===== config.mk =====
export PLATFORM = sky130hd
export DESIGN_NAME = ovpc_top
export DESIGN_NICKNAME = d
export VERILOG_FILES = /design/src/ovpc_pkg.sv /design/src/ovpc_smp_if.sv /design/src/ovpc_sampler.sv /design/src/ovpc_top.sv
export SDC_FILE = /design/constraint.sdc
export NUM_CORES = 1
export LEC_CHECK = 0
export BUFFER_PORTS_ARGS = -buffer_cell sky130_fd_sc_hd__buf_2
export CORE_AREA = 2 2 171 173
export DETAILED_ROUTE_END_ITERATION = 8
export DIE_AREA = 0 0 173 175
export GPL_ROUTABILITY_DRIVEN = 0
export PLACE_DENSITY = 0.73
export SYNTH_ARGS = -nofsm -noshare
export SYNTH_HDL_FRONTEND = slang
export SYNTH_SLANG_ARGS = --single-unit

===== constraint.sdc =====
create_clock -name ref_clk -period 24.1 [get_ports ref_clk]
set_input_delay 3.615 -clock ref_clk [delete_from_list [all_inputs] [get_ports ref_clk]]
set_output_delay 3.615 -clock ref_clk [all_outputs]
set_load 0.01 [all_outputs]

===== src/ovpc_pkg.sv =====
// Purpose: shared constants and types for the oven panel controller
// Assumes: 40 MHz ref_clk
// Notes: times are given in their own unit, cycle counts derive from them
package ovpc_pkg;
  localparam int unsigned CLK_PERIOD_NS = 25;
  // periodic tick from the compare timer
  localparam int unsigned TICK_PERIOD_NS = 1000000;
  localparam logic [15:0] TICK_CYCLES = 16'(TICK_PERIOD_NS / CLK_PERIOD_NS);
  // fixed unit of the random sampling delay
  localparam int unsigned RND_UNIT_NS = 50000;
  localparam logic [12:0] RND_UNIT_CYCLES = 13'(RND_UNIT_NS / CLK_PERIOD_NS);
  // longest quiet time on the ac line before it counts as lost
  localparam int unsigned AC_TIMEOUT_NS = 25000000;
  localparam logic [22:0] AC_TIMEOUT_CYCLES = 23'(AC_TIMEOUT_NS / CLK_PERIOD_NS);

  // interval thresholds, in ticks
  localparam logic [15:0] SCAN_TICKS = 16'h000a;
  localparam logic [15:0] ADC_TICKS = 16'h0064;
  localparam logic [15:0] SMP_TICKS = 16'h0005;
  localparam logic [15:0] MSG_HOLD_TICKS = 16'h03e8;
  localparam logic [15:0] ADC_TIMEOUT_TICKS = 16'h000a;
  localparam int unsigned NUM_IVL = 3;
  localparam int unsigned IVL_SCAN = 0;
  localparam int unsigned IVL_ADC = 1;
  localparam int unsigned IVL_SMP = 2;

  // touch keys
  localparam int unsigned NUM_KEYS = 16;
  localparam logic [3:0] KEY_MODE = 4'h8;
  localparam logic [3:0] KEY_START = 4'h9;
  localparam logic [3:0] KEY_STOP = 4'ha;
  localparam logic [3:0] LAST_CHAN = 4'hf;
  // equal reads needed, minus one
  localparam logic [1:0] CONFIRM_CNT = 2'h2;

  // operating mode, 0 is mode 1
  localparam logic [1:0] MODE_RESET = 2'h0;

  // temperature scaling
  localparam logic [7:0] TEMP_GAIN = 8'hc0;
  localparam int unsigned TEMP_SHIFT = 8;
  localparam logic [9:0] TEMP_MAX = 10'h3e7;

  // segment patterns, bit order g f e d c b a
  localparam logic [6:0] SEG_BLANK = 7'h00;
  localparam logic [6:0] SEG_DIGIT [10] = '{7'h3f, 7'h06, 7'h5b, 7'h4f, 7'h66,
                                            7'h6d, 7'h7d, 7'h07, 7'h7f, 7'h6f};
  localparam logic [6:0] SEG_UA = 7'h77;
  localparam logic [6:0] SEG_UC = 7'h39;
  localparam logic [6:0] SEG_LD = 7'h5e;
  localparam logic [6:0] SEG_UE = 7'h79;
  localparam logic [6:0] SEG_LE = 7'h7b;
  localparam logic [6:0] SEG_LL = 7'h30;
  localparam logic [6:0] SEG_LN = 7'h54;
  localparam logic [6:0] SEG_LO = 7'h5c;
  localparam logic [6:0] SEG_UO = 7'h3f;
  localparam logic [6:0] SEG_UP = 7'h73;
  localparam logic [6:0] SEG_LR = 7'h50;
  localparam logic [6:0] SEG_US = 7'h6d;
  localparam logic [6:0] SEG_UT = 7'h31;

  typedef enum logic [1:0] {ST_STOPPED, ST_RUNNING, ST_LOCKED} ovpc_state_t;
  typedef enum logic [3:0] {
    MSG_NORMAL, MSG_DIGITS, MSG_MODE, MSG_START, MSG_STOP, MSG_NOT_ALLOWED,
    MSG_ERROR, MSG_AC_ERROR, MSG_ADC_ERROR, MSG_OPEN
  } ovpc_msg_t;
endpackage


===== src/ovpc_smp_if.sv =====
// Purpose: carries the door sampling request and result
// Assumes: both ends on ref_clk
// Notes: rnd is taken at the request
interface ovpc_smp_if;
  logic smp_req;
  logic [1:0] rnd;
  logic raw;
  logic stable;
  modport host (output smp_req, output rnd, output raw, input stable);
  modport smp (input smp_req, input rnd, input raw, output stable);
endinterface


===== src/ovpc_sampler.sv =====
// Purpose: random-delayed, repeat-confirmed sampling of one input
// Assumes: raw is already synchronised
// Notes: a request during the delay is dropped, the next one follows
module ovpc_sampler #(
  parameter logic [12:0] RND_UNIT = ovpc_pkg::RND_UNIT_CYCLES
) (
  // clock and reset
  input wire logic ref_clk,
  input wire logic reset,
  // sampling link
  ovpc_smp_if.smp smp
);
  typedef enum logic {SP_IDLE, SP_WAIT} ovpc_sphase_t;
  typedef struct packed {
    ovpc_sphase_t phase;
    logic [12:0] dly;
    logic cand;
    logic [1:0] cnt;
    logic stable;
  } ovpc_smp_st_t;

  ovpc_smp_st_t st_r;
  ovpc_smp_st_t st_nxt;

  assign smp.stable = st_r.stable;

  // delay then read, accept only after repeated equal reads
  always_comb begin
    st_nxt = st_r;
    case (st_r.phase)
      SP_IDLE: begin
        if (smp.smp_req) begin
          st_nxt.dly = 13'({11'h000, smp.rnd} * RND_UNIT);
          st_nxt.phase = SP_WAIT;
        end
      end
      default: begin
        if (st_r.dly == 13'h0000) begin
          st_nxt.phase = SP_IDLE;
          if (smp.raw == st_r.cand) begin
            if (st_r.cnt == ovpc_pkg::CONFIRM_CNT) begin
              st_nxt.stable = st_r.cand;
            end else begin
              st_nxt.cnt = st_r.cnt + 2'h1;
            end
          end else begin
            st_nxt.cand = smp.raw;
            st_nxt.cnt = 2'h0;
          end
        end else begin
          st_nxt.dly = st_r.dly - 13'h0001;
        end
      end
    endcase
  end

  always_ff @(posedge ref_clk or posedge reset) begin
    if (reset) begin
      st_r <= '0;
    end else begin
      st_r <= st_nxt;
    end
  end
endmodule


===== src/ovpc_top.sv =====
// Purpose: oven front panel and power sequencing controller
// Assumes: touch block and adc are on ref_clk; door and ac line are pins
// Notes: mode 1 is held as code 0
module ovpc_top #(
  parameter logic [15:0] TICK_CYC = ovpc_pkg::TICK_CYCLES,
  parameter logic [12:0] RND_UNIT_CYC = ovpc_pkg::RND_UNIT_CYCLES,
  parameter logic [22:0] AC_TIMEOUT_CYC = ovpc_pkg::AC_TIMEOUT_CYCLES,
  parameter logic [15:0] SCAN_THR = ovpc_pkg::SCAN_TICKS,
  parameter logic [15:0] ADC_THR = ovpc_pkg::ADC_TICKS,
  parameter logic [15:0] SMP_THR = ovpc_pkg::SMP_TICKS,
  parameter logic [15:0] HOLD_TICKS = ovpc_pkg::MSG_HOLD_TICKS,
  parameter logic [15:0] ADC_TO_TICKS = ovpc_pkg::ADC_TIMEOUT_TICKS
) (
  // clock and reset
  input wire logic ref_clk,
  input wire logic reset,
  // touch_sense_input scanning
  input wire logic touch_meas_done,
  input wire logic touch_hit,
  output logic [3:0] touch_chan,
  output logic touch_start,
  // door switch and ac line pins
  input wire logic door_open_in,
  input wire logic ac_line_in,
  // temperature conversion
  input wire logic adc_done,
  input wire logic [9:0] adc_data,
  output logic adc_start,
  // power stages
  output logic fan_en,
  output logic grill_en,
  output logic micro_en,
  // display, leftmost digit in the top bits
  output logic [27:0] disp_seg,
  // status
  output logic run_active,
  output logic ac_error,
  output logic adc_error,
  output logic [22:0] line_period,
  output logic [15:0] line_clock,
  output logic [9:0] temp_value
);
  typedef struct packed {
    logic door_s1, door_s2, ac_s1, ac_s2, ac_s3;
    logic [15:0] frc;
    logic [15:0] tick_cnt;
    logic [ovpc_pkg::NUM_IVL-1:0][15:0] ivl;
    logic smp_req;
    logic [3:0] chan;
    logic scanning, touch_start;
    logic [ovpc_pkg::NUM_KEYS-1:0] hit;
    logic [ovpc_pkg::NUM_KEYS-1:0][1:0] kcnt;
    logic [ovpc_pkg::NUM_KEYS-1:0] kconf;
    logic [1:0] mode;
    ovpc_pkg::ovpc_state_t st;
    ovpc_pkg::ovpc_msg_t evt;
    logic [15:0] hold;
    logic [22:0] ac_cnt, line_period;
    logic [15:0] line_clock;
    logic ac_err;
    logic adc_busy, adc_start, adc_err, calc;
    logic [15:0] adc_wait;
    logic [9:0] sample, temp;
    logic fan, grill, micro, run;
    logic [27:0] seg;
  } ovpc_top_st_t;

  ovpc_top_st_t st_r;
  ovpc_top_st_t st_nxt;
  ovpc_smp_if smp ();

  // interval step: {hit, next count}
  function automatic logic [16:0] ivl_step(input logic [15:0] c, input logic [15:0] thr);
    if (c == thr - 16'h0001) begin
      ivl_step = {1'b1, 16'h0000};
    end else begin
      ivl_step = {1'b0, c + 16'h0001};
    end
  endfunction

  function automatic logic [6:0] digit_seg(input logic [3:0] d);
    if (d < 4'ha) begin
      digit_seg = ovpc_pkg::SEG_DIGIT[d];
    end else begin
      digit_seg = ovpc_pkg::SEG_BLANK;
    end
  endfunction

  // message to four digit patterns
  function automatic logic [27:0] msg_segs(input ovpc_pkg::ovpc_msg_t m, input logic [1:0] md,
                                           input logic [9:0] t);
    logic [3:0] h;
    logic [3:0] te;
    logic [3:0] o;
    h = 4'(t / 10'd100);
    te = 4'((t / 10'd10) % 10'd10);
    o = 4'(t % 10'd10);
    case (m)
      ovpc_pkg::MSG_DIGITS: msg_segs = {ovpc_pkg::SEG_BLANK, digit_seg(h), digit_seg(te),
                                        digit_seg(o)};
      ovpc_pkg::MSG_MODE: msg_segs = {ovpc_pkg::SEG_UO, ovpc_pkg::SEG_UP, ovpc_pkg::SEG_UT,
                                      digit_seg({2'h0, md} + 4'h1)};
      ovpc_pkg::MSG_START: msg_segs = {ovpc_pkg::SEG_US, ovpc_pkg::SEG_UT, ovpc_pkg::SEG_UA,
                                       ovpc_pkg::SEG_LR};
      ovpc_pkg::MSG_STOP: msg_segs = {ovpc_pkg::SEG_US, ovpc_pkg::SEG_UT, ovpc_pkg::SEG_UO,
                                      ovpc_pkg::SEG_UP};
      ovpc_pkg::MSG_NOT_ALLOWED: msg_segs = {ovpc_pkg::SEG_LN, ovpc_pkg::SEG_LO,
                                             ovpc_pkg::SEG_UT, ovpc_pkg::SEG_UA};
      ovpc_pkg::MSG_ERROR: msg_segs = {ovpc_pkg::SEG_LE, ovpc_pkg::SEG_LR, ovpc_pkg::SEG_LO,
                                       ovpc_pkg::SEG_LR};
      ovpc_pkg::MSG_AC_ERROR: msg_segs = {ovpc_pkg::SEG_UA, ovpc_pkg::SEG_UC, ovpc_pkg::SEG_LE,
                                          ovpc_pkg::SEG_LR};
      ovpc_pkg::MSG_ADC_ERROR: msg_segs = {ovpc_pkg::SEG_UA, ovpc_pkg::SEG_LD, ovpc_pkg::SEG_LE,
                                           ovpc_pkg::SEG_LR};
      ovpc_pkg::MSG_OPEN: msg_segs = {ovpc_pkg::SEG_UO, ovpc_pkg::SEG_UP, ovpc_pkg::SEG_UE,
                                      ovpc_pkg::SEG_LN};
      default: msg_segs = {ovpc_pkg::SEG_LN, ovpc_pkg::SEG_LO, ovpc_pkg::SEG_LR,
                           ovpc_pkg::SEG_LL};
    endcase
  endfunction

  // door is sampled with a random delay and confirmed by repeated reads
  ovpc_sampler #(.RND_UNIT(RND_UNIT_CYC)) u_door_smp (
    .ref_clk(ref_clk),
    .reset(reset),
    .smp(smp.smp)
  );
  assign smp.smp_req = st_r.smp_req;
  assign smp.rnd = st_r.frc[1:0];
  assign smp.raw = st_r.door_s2;

  // outputs, all from the state register
  assign touch_chan = st_r.chan;
  assign touch_start = st_r.touch_start;
  assign adc_start = st_r.adc_start;
  assign fan_en = st_r.fan;
  assign grill_en = st_r.grill;
  assign micro_en = st_r.micro;
  assign disp_seg = st_r.seg;
  assign run_active = st_r.run;
  assign ac_error = st_r.ac_err;
  assign adc_error = st_r.adc_err;
  assign line_period = st_r.line_period;
  assign line_clock = st_r.line_clock;
  assign temp_value = st_r.temp;

  // whole next-state computation
  always_comb begin
    logic tick;
    logic [ovpc_pkg::NUM_IVL-1:0] ihit;
    logic [ovpc_pkg::NUM_IVL-1:0][15:0] thr;
    logic [16:0] step;
    logic zc;
    logic door;
    logic fault;
    logic kill;
    logic p_mode;
    logic p_start;
    logic p_stop;
    logic [2:0] tgt;
    logic [17:0] prod;
    ovpc_pkg::ovpc_msg_t msg;
    tick = 1'b0;
    ihit = '0;
    thr = '0;
    step = '0;
    zc = 1'b0;
    door = 1'b0;
    fault = 1'b0;
    kill = 1'b0;
    p_mode = 1'b0;
    p_start = 1'b0;
    p_stop = 1'b0;
    tgt = 3'h0;
    prod = '0;
    msg = ovpc_pkg::MSG_NORMAL;
    st_nxt = st_r;

    // pin synchronisers, third ac stage only for edge detection
    st_nxt.door_s1 = door_open_in;
    st_nxt.door_s2 = st_r.door_s1;
    st_nxt.ac_s1 = ac_line_in;
    st_nxt.ac_s2 = st_r.ac_s1;
    st_nxt.ac_s3 = st_r.ac_s2;
    st_nxt.frc = st_r.frc + 16'h0001;

    // periodic tick and the interval counters it clocks
    tick = (st_r.tick_cnt == TICK_CYC - 16'h0001);
    st_nxt.tick_cnt = tick ? 16'h0000 : st_r.tick_cnt + 16'h0001;
    thr[ovpc_pkg::IVL_SCAN] = SCAN_THR;
    thr[ovpc_pkg::IVL_ADC] = ADC_THR;
    thr[ovpc_pkg::IVL_SMP] = SMP_THR;
    for (int i = 0; i < ovpc_pkg::NUM_IVL; i++) begin
      step = ivl_step(st_r.ivl[i], thr[i]);
      if (tick) begin
        st_nxt.ivl[i] = step[15:0];
        ihit[i] = step[16];
      end
    end
    st_nxt.smp_req = ihit[ovpc_pkg::IVL_SMP];
    door = smp.stable;

    // ac line: period, line clock, zero-cross, loss timeout
    zc = st_r.ac_s2 ^ st_r.ac_s3;
    if (zc) begin
      st_nxt.line_period = st_r.ac_cnt;
      st_nxt.ac_cnt = 23'h000001;
      st_nxt.line_clock = st_r.line_clock + 16'h0001;
      st_nxt.ac_err = 1'b0;
    end else if (st_r.ac_cnt == AC_TIMEOUT_CYC) begin
      st_nxt.ac_err = 1'b1;
    end else begin
      st_nxt.ac_cnt = st_r.ac_cnt + 23'h000001;
    end

    // touch channel scan, one channel at a time
    st_nxt.touch_start = 1'b0;
    if (!st_r.scanning && ihit[ovpc_pkg::IVL_SCAN]) begin
      st_nxt.scanning = 1'b1;
      st_nxt.chan = 4'h0;
      st_nxt.touch_start = 1'b1;
    end else if (st_r.scanning && touch_meas_done) begin
      st_nxt.hit[st_r.chan] = touch_hit;
      if (st_r.chan == ovpc_pkg::LAST_CHAN) begin
        st_nxt.scanning = 1'b0;
      end else begin
        st_nxt.chan = st_r.chan + 4'h1;
        st_nxt.touch_start = 1'b1;
      end
    end
    // after a full scan each key needs repeated equal reads
    if (st_r.scanning && !st_nxt.scanning) begin
      for (int k = 0; k < ovpc_pkg::NUM_KEYS; k++) begin
        if (st_nxt.hit[k] == st_r.kconf[k]) begin
          st_nxt.kcnt[k] = 2'h0;
        end else if (st_r.kcnt[k] == ovpc_pkg::CONFIRM_CNT) begin
          st_nxt.kconf[k] = st_nxt.hit[k];
          st_nxt.kcnt[k] = 2'h0;
        end else begin
          st_nxt.kcnt[k] = st_r.kcnt[k] + 2'h1;
        end
      end
    end
    // only these three keys are decoded; the rest stay silent
    p_mode = st_nxt.kconf[ovpc_pkg::KEY_MODE] & ~st_r.kconf[ovpc_pkg::KEY_MODE];
    p_start = st_nxt.kconf[ovpc_pkg::KEY_START] & ~st_r.kconf[ovpc_pkg::KEY_START];
    p_stop = st_nxt.kconf[ovpc_pkg::KEY_STOP] & ~st_r.kconf[ovpc_pkg::KEY_STOP];

    // temperature conversion, with a timeout so a dead adc is flagged
    st_nxt.adc_start = 1'b0;
    st_nxt.calc = 1'b0;
    if (!st_r.adc_busy && ihit[ovpc_pkg::IVL_ADC]) begin
      st_nxt.adc_start = 1'b1;
      st_nxt.adc_busy = 1'b1;
      st_nxt.adc_wait = 16'h0000;
    end else if (st_r.adc_busy && adc_done) begin
      st_nxt.sample = adc_data;
      st_nxt.calc = 1'b1;
      st_nxt.adc_busy = 1'b0;
      st_nxt.adc_err = 1'b0;
    end else if (st_r.adc_busy && tick) begin
      if (st_r.adc_wait == ADC_TO_TICKS) begin
        st_nxt.adc_err = 1'b1;
        st_nxt.adc_busy = 1'b0;
      end else begin
        st_nxt.adc_wait = st_r.adc_wait + 16'h0001;
      end
    end
    if (st_r.calc) begin
      prod = {8'h00, st_r.sample} * {10'h000, ovpc_pkg::TEMP_GAIN};
      st_nxt.temp = (prod[17:ovpc_pkg::TEMP_SHIFT] > ovpc_pkg::TEMP_MAX) ?
                    ovpc_pkg::TEMP_MAX : prod[17:ovpc_pkg::TEMP_SHIFT];
    end

    // message hold timer
    if (tick && st_r.hold != 16'h0000) begin
      st_nxt.hold = st_r.hold - 16'h0001;
    end

    // operating flow
    fault = st_r.ac_err | st_r.adc_err;
    case (st_r.st)
      ovpc_pkg::ST_STOPPED: begin
        if (p_mode) begin
          st_nxt.mode = st_r.mode + 2'h1;
          st_nxt.evt = ovpc_pkg::MSG_MODE;
          st_nxt.hold = HOLD_TICKS;
        end else if (p_start && (door || fault)) begin
          st_nxt.evt = ovpc_pkg::MSG_NOT_ALLOWED;
          st_nxt.hold = HOLD_TICKS;
        end else if (p_start) begin
          st_nxt.st = ovpc_pkg::ST_RUNNING;
          st_nxt.evt = ovpc_pkg::MSG_START;
          st_nxt.hold = HOLD_TICKS;
        end else if (p_stop) begin
          st_nxt.evt = ovpc_pkg::MSG_STOP;
          st_nxt.hold = HOLD_TICKS;
        end
      end
      ovpc_pkg::ST_RUNNING: begin
        if (door) begin
          st_nxt.st = ovpc_pkg::ST_LOCKED;
          kill = 1'b1;
        end else if (fault) begin
          st_nxt.st = ovpc_pkg::ST_STOPPED;
          kill = 1'b1;
        end else if (p_stop) begin
          st_nxt.st = ovpc_pkg::ST_STOPPED;
          st_nxt.evt = ovpc_pkg::MSG_STOP;
          st_nxt.hold = HOLD_TICKS;
        end else if (p_mode || p_start) begin
          st_nxt.evt = ovpc_pkg::MSG_NOT_ALLOWED;
          st_nxt.hold = HOLD_TICKS;
        end
      end
      default: begin
        // a door fault stays latched until stop is pressed with door shut
        if (p_stop && !door) begin
          st_nxt.st = ovpc_pkg::ST_STOPPED;
          st_nxt.hold = 16'h0000;
        end else if (p_mode || p_start || p_stop) begin
          st_nxt.evt = ovpc_pkg::MSG_NOT_ALLOWED;
          st_nxt.hold = HOLD_TICKS;
        end
      end
    endcase

    // power stages follow the mode at zero-cross, faults cut at once
    st_nxt.run = (st_nxt.st == ovpc_pkg::ST_RUNNING);
    if (st_nxt.st == ovpc_pkg::ST_RUNNING) begin
      tgt = {st_r.mode[1], st_r.mode[0], 1'b1};
    end
    if (kill) begin
      st_nxt.fan = 1'b0;
      st_nxt.grill = 1'b0;
      st_nxt.micro = 1'b0;
    end else if (zc) begin
      st_nxt.fan = tgt[0];
      st_nxt.grill = tgt[1];
      st_nxt.micro = tgt[2];
    end

    // display priority: ac and adc faults, door, transient event, state
    if (st_r.ac_err) begin
      msg = ovpc_pkg::MSG_AC_ERROR;
    end else if (st_r.adc_err) begin
      msg = ovpc_pkg::MSG_ADC_ERROR;
    end else if (st_r.st == ovpc_pkg::ST_LOCKED) begin
      msg = door ? ovpc_pkg::MSG_ERROR : ovpc_pkg::MSG_STOP;
    end else if (st_r.st == ovpc_pkg::ST_STOPPED && door) begin
      msg = ovpc_pkg::MSG_OPEN;
    end else if (st_r.hold != 16'h0000) begin
      msg = st_r.evt;
    end else if (st_r.st == ovpc_pkg::ST_RUNNING) begin
      msg = ovpc_pkg::MSG_DIGITS;
    end
    st_nxt.seg = msg_segs(msg, st_r.mode, st_r.temp);
  end

  // single state register; reset leaves mode 1 and all stages off
  always_ff @(posedge ref_clk or posedge reset) begin
    if (reset) begin
      st_r <= '0;
      st_r.mode <= ovpc_pkg::MODE_RESET;
    end else begin
      st_r <= st_nxt;
    end
  end
endmodule


---- After elaboration in Yosys (flattened, before gate mapping) ----
Memory sizes are Yosys's and may differ from the RTL's.
Cells that the tools add are included.
W data, S select, Z words.
word-level totals
  memories kept ........................... 4
  flip-flop bits (word level) ............. 318
  latch bits .............................. 0
  input port bits ......................... 17
  ROM bits ................................ 448
  memory bits (writable) .................. 0
  output and inout port bits .............. 89
  word-level logic and storage cells ...... 364
cells by class
  muxes and demuxes ....................... 132
  magnitude comparators ................... 11
  shift-type cells ........................ 0
  divide/modulo/power cells ............... 4
  reduce and logical (&&, ||, !) cells .... 50
  equality and inequality tests ........... 54
  add/sub/neg operators ................... 25
  bitwise logic cells ..................... 22
  multiply operators ...................... 2
memories
  memory            depth  bits a word  read ports  clocked after memory_dff  wr ports  RTL line        RTL
  (name not given)  16     7            1           0                         0         ovpc_top.sv:83  digit_seg = ovpc_pkg::SEG_DIGIT[d];
  (name not given)  16     7            1           0                         0         ovpc_top.sv:83
  (name not given)  16     7            1           0                         0         ovpc_top.sv:83
  (name not given)  16     7            1           0                         0         ovpc_top.sv:83
operators by type and width
  kind                     count
  $pmux W28 S9             1
  $mux W20                 9
  $mux W16                 8
  $add A16 B1 Y16 const B  7
  $mux W7                  12
  $mux W2                  32
  $mux W17                 3
  $mux W23                 2
  $mux W1                  45
  $pmux W22 S2             1
  $reduce_and A3 Y1        12
  $eq A16 B4 Y1 const B    2
  $mux W14                 2
  $mux W4                  7
  $add A2 B1 Y2 const B    13
  $eq A2 B2 Y1 const B     13
  $add A23 B1 Y23 const B  1
  $eq A23 B20 Y1 const B   1
  $mux W22                 1
  $ge A5 B5 Y1 const B     4
  $mod A10 B4 Y10 const B  2
  $bwmux W16               1
  $eq A16 B16 Y1 const B   1
  $eq A16 B3 Y1 const B    1
  other kinds (47)         119

---- Longest topological paths before layout ----
  word-level depth ........................ 21
  depth in mapped cells ................... 29
  mapped depth without buffers ............ 26

---- Hierarchy ----
From an unflattened synthesis, not the netlist that was laid out.
second synthesis, totals
  cells, all modules ...................... 1780
  area total of the unflattened synthesis .. 15994.1 µm²
modules (own cells, without submodules)
  module        area an instance (µm²)  cells each  seq. area each (µm²)  instances
  ovpc_top      14875.5                 1659        6180.9                1
  ovpc_sampler  1118.6                  121         450.4                 1

---- Worst setup path after synthesis ----
No wires, ideal clock.
  path kind ............................... input to register
  start point ............................. input touch_meas_done
  end point ............................... register st_r[141] (netlist bit)
  path slack .............................. 18.518 ns
  stages on the path ...................... 9
  arrival ................................. 5.431 ns
  path buffers ............................ 1
  cells stage by stage .................... nand2_1 -> nor3b_1 -> nand2_1 -> mux2i_1 -> or3_1 -> clkbuf_1 -> o21a_1 -> o21ai_0 -> a31oi_1
RTL lines
  item                  RTL line         RTL
  start, declared       ovpc_top.sv:18   input wire logic touch_meas_done,
  end signal, assigned  ovpc_top.sv:366  st_r <= st_nxt;
  end, declared         ovpc_top.sv:68   ovpc_top_st_t st_r;

==> reports/qor.csv <==
stage,metric,value,unit
global_route,grt_overflow,0,
yosys,netlist.area_leader.share,42.9,%
cts,clk_pin_slew,0.06,ns
floorplanning,ios,106,
worst_setup_path,path_max_fanout,37,
placed_design,place_inst,2057,
routing,num_vias,12000,
floorplanning,dieWidth,173,µm
timing,skew,0.0235,ns
yosys,syn_nets,1782,
cts,cts.htree.levels,1,
routing,drc,0,
routing,viasPerCell,5.70,
power_and_ir_drop,cellLeakagePower,0.00755,µW
yosys,yosysTopAreaCell,dfrtp_1,
cells_and_area,drive_gt1_share,11.7,%
yosys,synth_area,15500,µm²
worst_setup_path,worstPathArrival,6.70,ns
global_route,grt_pass1_vias,11400,
global_route,antenna_found_initial,2,
global_route,grt_pass1_wl,54900,µm
yosys,synth-seq-cells,265,
cts,cts.sinks,265,
routing,drtAntennaViolNets,0,
cells_and_area,fin_util,58.4,%
routing,initialDrtViolationCount,938,
cells_and_area,layout_common_cells,"dfrtp_1, nand2_1, nor2_1, buf_2, o21ai_0",
cts,clockBufferDepth,3,
global_route,track_usage,21.2,%
placed_design,place_area,15700,µm²
timing,tightest_slew,1.09,ns
floorplanning,die_height,175,µm
cells_and_area,fin_cells,2109,
cts,cts_buffers,28,
power_and_ir_drop,p_total,981,µW
cts,cts_resized,0,
power_and_ir_drop,ir_drop,0.0000541,V
routing,dr_wl_met3,1580,µm
cts,worst_skew_pair.late_latency,0.55,ns
routing,detail_route.wl_per_cell,15.4,µm
routing,dr.pass1.iters,5,
cells_and_area,final_common_cell,dfrtp_1,
routing,wl_met2,15200,µm
yosys,avgSynthCellArea,9.05,µm²
cells_and_area,fin_nets,1777,
timing,drv_slew,0,
timing,period_needed,6.21,ns
cts,cts_tree,built,
yosys,synth_area_leaders,"dfrtp_1, nand2_1, xnor2_1",
yosys,synth_ff_type,dfrtp_1,
hold_path,min_path_type,flop to flop,
timing,hold_viol_final,0,
cts,clockRootBuffer,clkbuf_16,
worst_setup_path,path_class,flop to flop,
timing,fmax,161,MHz
routing,wl,32600,µm
timing,fin_tns_setup,0,ns
floorplanning,core_area,28400,µm²
timing,relSlewSlack,27.3,%
worst_setup_path,worstPathRequired,24.58,ns
outcome,outcome,finished clean,
global_route,grt_max_degree,123,
yosys,yosysWarningCount,0,
cts,post_cts_buffers,0,
cells_and_area,syn2layout_area_growth,7.38,%
yosys,ys_seq_area_share,42.9,%
placed_design,portBuffers,105,
timing,fin_crit_sh,25.8,%
floorplanning,dieArea,30300,µm²
power_and_ir_drop,power.density,59.1,nW/µm²
routing,wl_met1,15200,µm
placed_design,dp_hpwl,22900,µm
yosys,netlist_instances,1708,
cells_and_area,final_area,16600,µm²
timing,setup_viol,0,
worst_setup_path,cp-start-kind,flop,
floorplanning,rows,62,
yosys,ys_types,92,
cts,holdBufCountCts,0,
timing,rsz0062_at_grt,no,
floorplanning,initial_core_util,54.4,%
yosys,synth_edf_count,0,
routing,dr.max_layer_used,met5,
flow_run,drv_cap,0,
yosys,synth-async-reset-ratio,100,%
worst_setup_path,cp-end-kind,flop,
-- sequential cells by signal (all words and copies together) (netlist names), 2 cells and up --
signal           count
st_nxt               3
disp_seg            27
st_r               152
temp_value          10
line_clock          16
touch_chan           4
line_period         23
u_door_smp.st_r     17
smp.rnd              2
-- per-stage QoR --
step / setup WS [ns] / hold WS, ns
after floorplan: 13.19 / 0.331
after global placement: 18.08 / 0.336
after detailed placement: 17.94 / 0.339
after CTS: 18.03 / 0.353
after global routing: 17.41 / 0.359
final: 17.89 / 0.351
-- area by class of cell --
class	instances	area (µm²)
diodes	1	2.50
clock buffers	42	813
clock inverters	9	110
fillers	2496	11800
inverters	73	282
multi-input cells	1221	7680
flip-flops and latches	265	6630
well taps	384	480
repair buffers	114	593
-- worst max-delay path, stage by stage (launching register included) --
cell and delay [ns]:
dfrtp_1 1.03, nor2_1 0.28, a32oi_1 0.27, o21a_1 0.17, ha_1 0.19, nand2_1 0.06, nor4_1 0.21, nand3_1 0.17
o31ai_1 0.41, o211a_1 0.42, and2_1 0.20, o21a_1 0.17, inv_1 0.08, ha_1 0.21, a2111oi_2 0.33, a22oi_1 0.13
a211o_1 0.41, nor2_2 0.24, a21oi_1 0.10, a21o_1 0.20, ha_1 0.21, and3_1 0.15, o21a_1 0.15, o21ai_0 0.18
a31o_2 0.18
-- cell families after synthesis --
kind of cell | synth area share, %
and+or+nand+nor | 20.9
AOI/OAI and AO/OA | 13.9
DFF | 42.9
buffers and inverters | 7.58
xor gates and xnor gates | 7.74
adders and majority gates | 4.93
muxes | 2.03
-- cells in the mapped netlist, drive strengths merged, types with 21 or more instances --
cell type / instances
o21ai: 103
clkbuf: 50
or3: 22
nor3: 36
buf: 99
nor4: 24
inv: 72
ha: 56
xor2: 48
a21oi: 84
xnor2: 86
nor2: 154
and3: 21
dfrtp: 265
nand4: 29
nand3: 71
nand2: 206
-- path summary, 6_finish.rpt --
kind | start | to | slack [ns] | cells past startpoint
max | temp_value[5] | disp_seg[13] | 17.89 | 24
min | st_nxt[313] | smp.raw | 0.35 | 0
max reg2reg | temp_value[5] | disp_seg[13] | 17.89 | 24
min reg2reg | st_nxt[313] | smp.raw | 0.35 | 0
max in group asynchronous | reset | st_r[274] | 19.43 | 3
min in group asynchronous | reset | st_r[258] | 3.25 | 2
-- routing by layer --
layer	track usage (%)	up-vias
met3	2.92	47
met1	30.1	5835
met5	0	-
met4	5.05	2
li1	-	5858
met2	34.7	282
-- power breakdown --
part | switching (µW) | internal (µW) | total (µW) | leakage [µW]
Combinational | 44.2 | 27.2 | 71.3 | 0.00366
Sequential | 19.7 | 463 | 482 | 0.00343
Clock | 173 | 254 | 427 | 0.000456
Total | 237 | 744 | 981 | 0.00755
Note: power is estimated with default switching activity, not from simulation.
